===== src/deac_cfg.svh =====
// Purpose: Offsets, field positions, reset values and timing counts
// Assumes: 40 MHz core clock, AXI4-Lite byte addresses
// Notes: Definitions only
`ifndef DEAC_CFG_SVH
`define DEAC_CFG_SVH

// ==========================================
// Register offsets
`define DEAC_OFF_CTRL 8'h00
`define DEAC_OFF_UNLOCK 8'h04
`define DEAC_OFF_ADDR 8'h08
`define DEAC_OFF_DATA 8'h0C
`define DEAC_OFF_STATUS 8'h10

// ==========================================
// Control register fields
`define DEAC_BIT_RD 0
`define DEAC_BIT_WR 1
`define DEAC_BIT_WENA 2
`define DEAC_BIT_WERR 3
`define DEAC_BIT_CSEL 6
`define DEAC_BIT_PMEM 7
// Status register fields
`define DEAC_BIT_DONE 0

// ==========================================
// Reset values and keys
`define DEAC_RST_BYTE 8'h00
`define DEAC_KEY_FIRST 8'h55
`define DEAC_KEY_SECOND 8'hAA
`define DEAC_RESP_OKAY 2'h0
`define DEAC_RESP_SLVERR 2'h2

// ==========================================
// Timing
`define DEAC_CLK_NS 25
`define DEAC_T_WRITE_NS 4000000
`define DEAC_T_PWRT_NS 65600
`define DEAC_WRITE_CYCLES ((`DEAC_T_WRITE_NS + `DEAC_CLK_NS - 1) / `DEAC_CLK_NS)
`define DEAC_PWRT_CYCLES ((`DEAC_T_PWRT_NS + `DEAC_CLK_NS - 1) / `DEAC_CLK_NS)

`endif


===== src/deac_pkg.sv =====
// Purpose: Types of the data EEPROM access controller
// Assumes: Constants come from deac_cfg.svh
// Notes: Whole module state is one packed struct
package deac_pkg;

  // ==========================================
  // Unlock tracker
  typedef enum logic [2:0] {
    DEAC_UL_IDLE = 3'b001,
    DEAC_UL_KEY1 = 3'b010,
    DEAC_UL_KEY2 = 3'b100
  } deac_ul_t;

  // ==========================================
  // State of the top module
  typedef struct packed {
    logic awready;
    logic wready;
    logic aw_full;
    logic [7:0] awaddr;
    logic w_full;
    logic [7:0] wdata;
    logic wstb;
    logic bvalid;
    logic [1:0] bresp;
    logic arready;
    logic rvalid;
    logic [31:0] rdata;
    logic [1:0] rresp;
    logic pmem_sel;
    logic cfg_sel;
    logic wr_err;
    logic wr_ena;
    logic wr;
    logic rd;
    logic irq_flag;
    logic [7:0] addr;
    logic [7:0] data;
    deac_ul_t ul;
    logic [17:0] wcnt;
    logic [11:0] pwrt_cnt;
    logic pwrt_done;
  } deac_state_t;

endpackage


===== src/deac_mem.sv =====
// Purpose: 256 x 8 data EEPROM array model
// Assumes: One write port, one read port, same clock
// Notes: Read data come out of a register
`timescale 1ns/1ps
`default_nettype none

module deac_mem (
  input wire logic aclk,
  input wire logic we,
  input wire logic re,
  input wire logic [7:0] addr,
  input wire logic [7:0] wdata,
  output logic [7:0] rdata
);

  // ==========================================
  // Array
  logic [7:0] mem [0:255];

  always_ff @(posedge aclk) begin
    if (we) begin
      mem[addr] <= wdata;
    end
    if (re) begin
      rdata <= mem[addr];
    end
  end

endmodule
`default_nettype wire


===== src/deac_top.sv =====
// Purpose: Byte access to a data EEPROM over AXI4-Lite
// Assumes: 40 MHz aclk, synchronous active-low reset
// Notes: Write cycle time is a parameter; power-up hold-off is a fixed define
`include "deac_cfg.svh"
`timescale 1ns/1ps
`default_nettype none

module deac_top #(
  parameter int WRITE_CYCLES = `DEAC_WRITE_CYCLES
) (
  input wire logic aclk,
  input wire logic aresetn,
  input wire logic [7:0] s_axi_awaddr,
  input wire logic s_axi_awvalid,
  output logic s_axi_awready,
  input wire logic [31:0] s_axi_wdata,
  input wire logic [3:0] s_axi_wstrb,
  input wire logic s_axi_wvalid,
  output logic s_axi_wready,
  output logic [1:0] s_axi_bresp,
  output logic s_axi_bvalid,
  input wire logic s_axi_bready,
  input wire logic [7:0] s_axi_araddr,
  input wire logic s_axi_arvalid,
  output logic s_axi_arready,
  output logic [31:0] s_axi_rdata,
  output logic [1:0] s_axi_rresp,
  output logic s_axi_rvalid,
  input wire logic s_axi_rready
);

  // ==========================================
  // Constants
  localparam logic [17:0] WRITE_LAST = 18'(WRITE_CYCLES - 1);
  localparam logic [11:0] PWRT_LAST = 12'(`DEAC_PWRT_CYCLES - 1);

  // ==========================================
  // State
  deac_pkg::deac_state_t s;
  deac_pkg::deac_state_t next_s;

  logic do_wr;
  logic wr_done;
  logic mem_re;
  logic [7:0] mem_rdata;
  logic [7:0] wb;
  logic [7:0] rd_byte;
  logic rd_hit;

  // ==========================================
  // Functions
  function automatic logic is_mapped(input logic [7:0] a);
    is_mapped = (a == `DEAC_OFF_CTRL) || (a == `DEAC_OFF_UNLOCK) ||
                (a == `DEAC_OFF_ADDR) || (a == `DEAC_OFF_DATA) ||
                (a == `DEAC_OFF_STATUS);
  endfunction

  function automatic logic [7:0] ctrl_byte(input deac_pkg::deac_state_t st);
    ctrl_byte = `DEAC_RST_BYTE;
    ctrl_byte[`DEAC_BIT_PMEM] = st.pmem_sel;
    ctrl_byte[`DEAC_BIT_CSEL] = st.cfg_sel;
    ctrl_byte[`DEAC_BIT_WERR] = st.wr_err;
    ctrl_byte[`DEAC_BIT_WENA] = st.wr_ena;
    ctrl_byte[`DEAC_BIT_WR] = st.wr;
    ctrl_byte[`DEAC_BIT_RD] = st.rd;
  endfunction

  // ==========================================
  // Array
  deac_mem u_mem (
    .aclk(aclk),
    .we(wr_done),
    .re(mem_re),
    .addr(s.addr),
    .wdata(s.data),
    .rdata(mem_rdata)
  );

  // ==========================================
  // Read mux
  always_comb begin
    rd_hit = is_mapped(s_axi_araddr);
    rd_byte = `DEAC_RST_BYTE;
    unique case (s_axi_araddr)
      `DEAC_OFF_CTRL: begin
        rd_byte = ctrl_byte(s);
      end
      `DEAC_OFF_ADDR: begin
        rd_byte = s.addr;
      end
      `DEAC_OFF_DATA: begin
        rd_byte = s.data;
      end
      `DEAC_OFF_STATUS: begin
        rd_byte[`DEAC_BIT_DONE] = s.irq_flag;
      end
      default: begin
        // Unlock register is write-only, reads zero
        rd_byte = `DEAC_RST_BYTE;
      end
    endcase
  end

  // ==========================================
  // Next state
  always_comb begin
    next_s = s;
    do_wr = s.aw_full && s.w_full && !s.bvalid;
    wb = s.wdata;
    wr_done = s.wr && (s.wcnt == 18'h0_0000);
    mem_re = 1'b0;

    // Address and data channels, either order
    if (s_axi_awvalid && s.awready) begin
      next_s.aw_full = 1'b1;
      next_s.awaddr = s_axi_awaddr;
    end
    if (s_axi_wvalid && s.wready) begin
      next_s.w_full = 1'b1;
      next_s.wdata = s_axi_wdata[7:0];
      next_s.wstb = s_axi_wstrb[0];
    end
    if (s.bvalid && s_axi_bready) begin
      next_s.bvalid = 1'b0;
    end

    // Read channel
    if (s.rvalid && s_axi_rready) begin
      next_s.rvalid = 1'b0;
    end
    if (s_axi_arvalid && s.arready) begin
      next_s.rvalid = 1'b1;
      next_s.rdata = {24'h00_0000, rd_byte};
      next_s.rresp = rd_hit ? `DEAC_RESP_OKAY : `DEAC_RESP_SLVERR;
    end

    if (s.rd) begin
      next_s.rd = 1'b0;
      // byte lands the cycle after the start
      next_s.data = mem_rdata;
    end

    // Register write
    if (do_wr) begin
      next_s.aw_full = 1'b0;
      next_s.w_full = 1'b0;
      next_s.bvalid = 1'b1;
      next_s.bresp = is_mapped(s.awaddr) ? `DEAC_RESP_OKAY : `DEAC_RESP_SLVERR;
      if (s.awaddr != `DEAC_OFF_UNLOCK) begin
        next_s.ul = deac_pkg::DEAC_UL_IDLE;
      end
      // Lane 0 only; other lanes carry nothing here
      if (s.wstb && is_mapped(s.awaddr)) begin
        unique case (s.awaddr)
          `DEAC_OFF_UNLOCK: begin
            unique case (s.ul)
              deac_pkg::DEAC_UL_IDLE: begin
                next_s.ul = (wb == `DEAC_KEY_FIRST) ? deac_pkg::DEAC_UL_KEY1
                                                    : deac_pkg::DEAC_UL_IDLE;
              end
              deac_pkg::DEAC_UL_KEY1: begin
                next_s.ul = (wb == `DEAC_KEY_SECOND) ? deac_pkg::DEAC_UL_KEY2
                          : (wb == `DEAC_KEY_FIRST) ? deac_pkg::DEAC_UL_KEY1
                          : deac_pkg::DEAC_UL_IDLE;
              end
              deac_pkg::DEAC_UL_KEY2: begin
                next_s.ul = (wb == `DEAC_KEY_FIRST) ? deac_pkg::DEAC_UL_KEY1
                                                    : deac_pkg::DEAC_UL_IDLE;
              end
            endcase
          end
          `DEAC_OFF_CTRL: begin
            if (!s.wr) begin
              next_s.pmem_sel = wb[`DEAC_BIT_PMEM];
              next_s.cfg_sel = wb[`DEAC_BIT_CSEL];
              next_s.wr_ena = wb[`DEAC_BIT_WENA];
              // Error flag is clear-only from software
              if (!wb[`DEAC_BIT_WERR]) begin
                next_s.wr_err = 1'b0;
              end
              // refused with a select bit set
              if (wb[`DEAC_BIT_RD] && !wb[`DEAC_BIT_PMEM] && !wb[`DEAC_BIT_CSEL]) begin
                next_s.rd = 1'b1;
                mem_re = 1'b1;
              end
              // uses write-enable held before this write
              if (wb[`DEAC_BIT_WR] && s.wr_ena && s.ul == deac_pkg::DEAC_UL_KEY2 &&
                  !wb[`DEAC_BIT_PMEM] && !wb[`DEAC_BIT_CSEL]) begin
                if (s.pwrt_done) begin
                  next_s.wr = 1'b1;
                  next_s.wcnt = WRITE_LAST;
                end else begin
                  next_s.wr_err = 1'b1;
                  next_s.pmem_sel = s.pmem_sel;
                  next_s.cfg_sel = s.cfg_sel;
                end
              end
            end
          end
          `DEAC_OFF_ADDR: begin
            if (!s.wr) begin
              next_s.addr = wb;
            end
          end
          `DEAC_OFF_DATA: begin
            if (!s.wr) begin
              next_s.data = wb;
            end
          end
          `DEAC_OFF_STATUS: begin
            // Writing zero clears the flag
            if (!wb[`DEAC_BIT_DONE]) begin
              next_s.irq_flag = 1'b0;
            end
          end
          default: begin
            next_s.ul = deac_pkg::DEAC_UL_IDLE;
          end
        endcase
      end
    end

    // Write timer; after bus updates so a set beats a clear
    if (s.wr) begin
      if (wr_done) begin
        next_s.wr = 1'b0;
        next_s.irq_flag = 1'b1;
      end else begin
        next_s.wcnt = s.wcnt - 18'h0_0001;
      end
    end

    if (!s.pwrt_done) begin
      if (s.pwrt_cnt == PWRT_LAST) begin
        next_s.pwrt_done = 1'b1;
      end else begin
        next_s.pwrt_cnt = s.pwrt_cnt + 12'h001;
      end
    end

    // Ready flags registered so outputs come from flops
    next_s.awready = !next_s.aw_full && !next_s.bvalid;
    next_s.wready = !next_s.w_full && !next_s.bvalid;
    next_s.arready = !next_s.rvalid;
  end

  // ==========================================
  // Registers
  always_ff @(posedge aclk) begin
    if (!aresetn) begin
      s <= '0;
      s.ul <= deac_pkg::DEAC_UL_IDLE;
    end else begin
      s <= next_s;
    end
  end

  // ==========================================
  // Outputs
  assign s_axi_awready = s.awready;
  assign s_axi_wready = s.wready;
  assign s_axi_bvalid = s.bvalid;
  assign s_axi_bresp = s.bresp;
  assign s_axi_arready = s.arready;
  assign s_axi_rvalid = s.rvalid;
  assign s_axi_rdata = s.rdata;
  assign s_axi_rresp = s.rresp;

endmodule
`default_nettype wire


===== config.mk =====
export PLATFORM = sky130hd
export DESIGN_NAME = deac_top
export DESIGN_NICKNAME = d
export VERILOG_FILES = /design/src/deac_pkg.sv /design/src/deac_mem.sv /design/src/deac_top.sv
export VERILOG_INCLUDE_DIRS = /design/src /design/src/src
export SDC_FILE = /design/constraint.sdc
export NUM_CORES = 2
export LEC_CHECK = 0
export ABC_CLOCK_PERIOD_IN_PS = 3900
export BUFFER_PORTS_ARGS = -buffer_cell sky130_fd_sc_hd__buf_2
export CAP_MARGIN = 30
export CORE_ASPECT_RATIO = 1.25
export CORE_UTILIZATION = 40
export CTS_CLUSTER_DIAMETER = 120
export DETAILED_ROUTE_END_ITERATION = 8
export GPL_TIMING_DRIVEN = 0
export MAX_ROUTING_LAYER = met4
export SYNTH_ARGS = -nofsm -noshare
export SYNTH_HDL_FRONTEND = slang
export SYNTH_SLANG_ARGS = --single-unit

===== constraint.sdc =====
create_clock -name aclk -period 3.9 [get_ports aclk]
set_input_delay 0.39 -clock aclk [delete_from_list [all_inputs] [get_ports aclk]]
set_output_delay 0.39 -clock aclk [all_outputs]
set_load 0.02 [all_outputs]

# Word-level counts from Yosys, hierarchy flattened

Memories as Yosys holds them, arrays and structs flattened. A register that Yosys moved wholly into a read port is not among the register bits.
Index checks and enable logic that the tools add are counted.

Memories kept: 1
Bits in writable memories: 2048
Register bits: 93
Logic and storage cells: 146

Equality and inequality tests: 16
Reductions and logical operators: 42
Bitwise gates (word level): 7
Add/sub/neg operators: 2
Muxes and demuxes: 52

Memories:

| name      | words | width | read ports | clocked after Yosys merged registers in | write ports | line           | RTL |
|---|---|---|---|---|---|---|---|
| u_mem.mem | 256   | 8     | 1          | 1                                       | 1           | deac_mem.sv:18 | `logic [7:0] mem [0:255];` |

Operator list:

| cell                                                                  | count |
|---|---|
| 18-bit two-way mux                                                    | 6 |
| 40-bit two-way mux                                                    | 2 |
| 8-bit two-way mux                                                     | 5 |
| 35-bit two-way mux                                                    | 1 |
| 8-bit by 4-bit equality test with 1-bit output, second input constant | 4 |
| 1-bit two-way mux                                                     | 22 |
| 7-bit case mux with 3 select lines                                    | 1 |
| 18-bit logical NOT                                                    | 1 |
| 18-bit by 1-bit subtractor with 18-bit output, second input constant  | 1 |
| 1-bit logical AND                                                     | 17 |
| 8-bit by 3-bit equality test with 1-bit output, second input constant | 2 |
| 8-bit by 5-bit equality test with 1-bit output, second input constant | 2 |
| 8-bit logical NOT                                                     | 2 |
| 3-bit two-way mux                                                     | 5 |
| 12-bit by 1-bit adder with 12-bit output, second input constant       | 1 |
| 12-bit equality test, second input constant                           | 1 |
| 3-bit case mux with 2 select lines                                    | 2 |
| 10-bit two-way mux                                                    | 1 |
| 2-bit two-way mux                                                     | 5 |
| 9-bit two-way mux                                                     | 1 |
| 8-bit by 7-bit equality test with 1-bit output, second input constant | 1 |
| 8-bit equality test, second input constant                            | 1 |
| 1-bit logical OR                                                      | 8 |
| 8-bit by 3-bit != test with 1-bit output, second input constant       | 1 |
| other kinds (13)                                                      | 26 |

# Logic depth before layout (Yosys ltp)

Depth after elaboration: 11
Depth in mapped cells: 13
Mapped depth without buffers: 8

# Cells and area by module

Synthesis repeated with hierarchy kept, for this count alone.

Cell total of the unflattened synthesis: 4067
Area, all modules: 82999.6 µm²

By module, submodules not included:

| module   | cells each | area an instance (µm²) | times used |
|---|---|---|---|
| deac_mem | 3547       | 78572.9                | 1 |
| deac_top | 520        | 4426.7                 | 1 |

# Worst setup path before layout

OpenSTA, ideal clock, no wires.

Path type: reg-to-reg
From: register s[34] in the netlist's numbering
To: memory u_mem.mem[0][0], data pin
Path slack: -371 ps
Library setup time: 859 ps
Period minus slack after synthesis: 4271 ps
Stages on the path, launching flop included: 1
Data required time: 3041 ps
Arrival: 3412 ps
Cells stage by stage: dfxtp_1

RTL lines:

| what                     | line            | RTL |
|---|---|---|
| start: declaration       | deac_top.sv:39  | `deac_pkg::deac_state_t s;` |
| start signal: assignment | deac_top.sv:254 | `s <= next_s;` |
| end: declaration         | deac_mem.sv:18  |  |

Straight into the memory's write port.

==> metrics.txt <==
GRT Residual Overflow=0; simple-gate share of the synthesized area=3.56%; Root Buffer=clkbuf_16; critical setup path kind=reg2reg; largest net degree at the start of global routing=99; Die Wd=411 um; Arrival @ worst endpoint=4.93 ns; startpoint types=flip-flop; number of max-cap violations=0; multiplexer share of the synthesized area=15.6%; total CTS buffers=196; first-iteration detailed-routing DRC count=7615; Placement Setup Slack=-2.84 ns; DR top layer=met4; Die H=513 um; XOR/XNOR share of the synthesized area=0.136%; wire length on met3=34700 um; Longest Clk Path Bufs=3; Synth Area in Compound Gates=2.71%; Most used DFF post-synth=edfxtp_1; worst slew pin tran=1.13 ns; Pins Over Slew Limit=0; Yosys cell types=73; ys async rst share=0%; HPWL Detailed=214000 um; first drt pass iteration count=8; CTS tree=yes; H-tree depth=4; Rel. slew slack=24.6%; CP required=4.58 ns; Die ar.=0.211 mm2; Via Count=47500; WL/cell=43.3 um; # DRC=0; Routability Congestion=1.06; worst IR drop on VDD=0.484 mV; mean area per synthesized cell=20.7 um2; GR Util All Layers=31.3%; total number of clock tree sinks=2147; RSZ-0062 raised after global routing=true; Crit. End Element=flip-flop; min setup slack post-route=-0.347 ns; Starting Density=40.2%; later-pin clock latency in the skew report=0.90 ns; min Tclk post-route=4.25 ns; # placed instances=6933; Hold Crit Class=in2reg; Max Clk Rate=0.235 GHz; final hold violation count=0; Detail Route Antenna Nets=0; worst-path maximum fanout=10; final setup violation count=480; final WL=321000 um; met2 WL post-DR=150000 um; Post-synth EDFFs=2056; sequential area share after synthesis=76.1%; Mapped Cells=4033; Ports=100; Mapped Area=0.0835 mm2; outcome=finished, violations left; Worst-path clk slew=0.07 ns; Layout area overhead=18.9%; final critical-path share of the clock period=109%; vias in the first global route=45500; Core Rows=187; combinational family with the most area after synthesis=multiplexers; layout cells sized above 1=33.4%; first-pass GRT wire length=420000 um; failing checks=negative setup slack; Seq cells post-synth=2147; vias per inst=6.40; number of port buffers=46; final std cells w/o fill=7418; adder-cell area share of the yosys netlist=0.0300%; CORE AREA=0.208 mm2; yosys synthesis warning count=0; leakage=30.4 nW; nets@finish=4562; skew final=0.0525 ns; initial antenna violation count=16; fillers=16800; wl on met1=106000 um; WHS=0.0152 ns; Pwr Density=450 mW/mm2
==> metal layers <==
metal  global-route usage, %  vias to the layer above
li1                        -                    17700
met1                    35.9                    25200
met2                    47.7                     3628
met3                    7.48                      961
met4                    23.8                        0
met5                       -                        -
==> where the power goes <==
| part | total [mW] | switching [mW] | internal [mW] |
|---|---|---|---|
| clock | 19.6 | 8.85 | 10.8 |
| sequential | 24.9 | 0.0200 | 24.9 |
| combinational | 0.192 | 0.109 | 0.0831 |
| total | 44.7 | 8.98 | 35.7 |
==> cell families (layout without fill, tap and decap cells) <==
family          count (synthesis)  in the layout
simple gates                  646            646
other cells                     1             40
buf+inv                       286            892
xor+xnor                       13             13
fa+ha+maj                       2              2
mux                           607            607
compound gates                331            331
flops                        2147           2147
==> worst max-delay path: stages, from the launching register on <==
cell and delay, ns:
dfxtp_2 0.60, nor2b_1 0.19, clkbuf_4 0.46, clkbuf_8 0.42, clkbuf_1 0.47, buf_8 0.28, a22oi_1 0.12, a21oi_1 0.85
nor4_4 0.16, o211ai_1 0.39
==> cells in the mapped netlist (10+ instances only) <==
cell type,count,area (um2)
edfxtp_1,2056,61700
mux4_2,556,12500
nor2_1,333,1250
clkbuf_1,112,420
a22oi_1,108,811
nand2_1,101,379
a21oi_1,91,455
dfxtp_1,91,1820
buf_4,66,495
buf_2,57,285
mux2i_1,48,480
nand3_1,41,205
o22ai_1,26,163
buf_1,23,86.3
nor2b_1,23,144
nor4_1,22,138
o21ai_0,20,100
nand2b_1,19,119
nand4_1,19,119
buf_6,18,203
and2_1,16,100
a211oi_1,14,105
nor3_1,13,65.1
a32oi_1,11,96.3
nand3b_1,10,75.1
or3_1,10,62.6
==> state kept, by name, indices dropped and copies added, names as in the netlist, 8 cells and up <==
name	cells
s	68
s_axi_rdata	8
u_mem.mem	2048
u_mem.rdata	8
wb	8
==> worst paths after layout <==
check / start / end / slack (ns) / depth (start not counted)
min: s_axi_wvalid / wb[5]$_SDFFE_PN0P_ / 0.02 / 4
min reg2reg: s[114]$_SDFF_PN0_ / s_axi_awready$_SDFF_PN0_ / 0.47 / 1
max: s[45]$_SDFFE_PN0P_ / u_mem.rdata[7]$_DFFE_PP_ / -0.35 / 9
max reg2reg: s[45]$_SDFFE_PN0P_ / u_mem.rdata[7]$_DFFE_PP_ / -0.35 / 9
==> cells in the final DEF, fill, tap and decap left out, types with 44 or more instances in the layout <==
| cell type | netlist | final |
|---|---|---|
| buf_4 | 66 | 127 |
| a21oi_1 | 91 | 85 |
| buf_8 | 0 | 48 |
| buf_12 | 0 | 63 |
| nor2_4 | 0 | 142 |
| mux4_2 | 556 | 556 |
| nand2_1 | 101 | 100 |
| a22oi_1 | 108 | 104 |
| clkinv_1 | 2 | 44 |
| dfxtp_1 | 91 | 82 |
| edfxtp_1 | 2056 | 2056 |
| buf_2 | 57 | 58 |
| nor2_1 | 333 | 122 |
| nor2_2 | 0 | 69 |
| clkbuf_16 | 0 | 203 |
| clkbuf_1 | 112 | 97 |
| buf_6 | 18 | 49 |
==> stage by stage <==
stage          setup TNS (ns)  cell area, um2  utilization, %  total power [mW]
2_1_floorplan         -188.35           83600               -              25.5
3_3_place_gp                -           87300            42.0              25.5
3_5_place_dp         -4036.91           88800            42.8              25.5
4_1_cts                 -2.13           98800            47.6              44.7
5_1_grt                -0.159           99300            47.9              45.5
6_report               -21.10           99300            47.9              44.7
==> what timing repair did <==
item / in CTS / in global routing
hold buffers: 36 / 0
resized for setup: 630 / 88
buffers inserted: 67 / 0
endpoints found under the setup margin: 2059 / 265
pin swaps: 47 / 2
endpoints found under the hold margin: 26 / 0
==> final cells by class <==
class	instances	area, um2	area share, %
repair buffers	248	3130	3.15
inverters	10	42.5	0.0428
multi-input cells	1625	20200	20.3
clock buffers	249	5190	5.23
well taps	2740	3430	3.45
flip-flops and latches	2147	63600	64.0
clock inverters	112	1190	1.20
plain buffers	273	2510	2.53
diodes	14	35.0	0.0353
(Power assumes the default switching activity.)
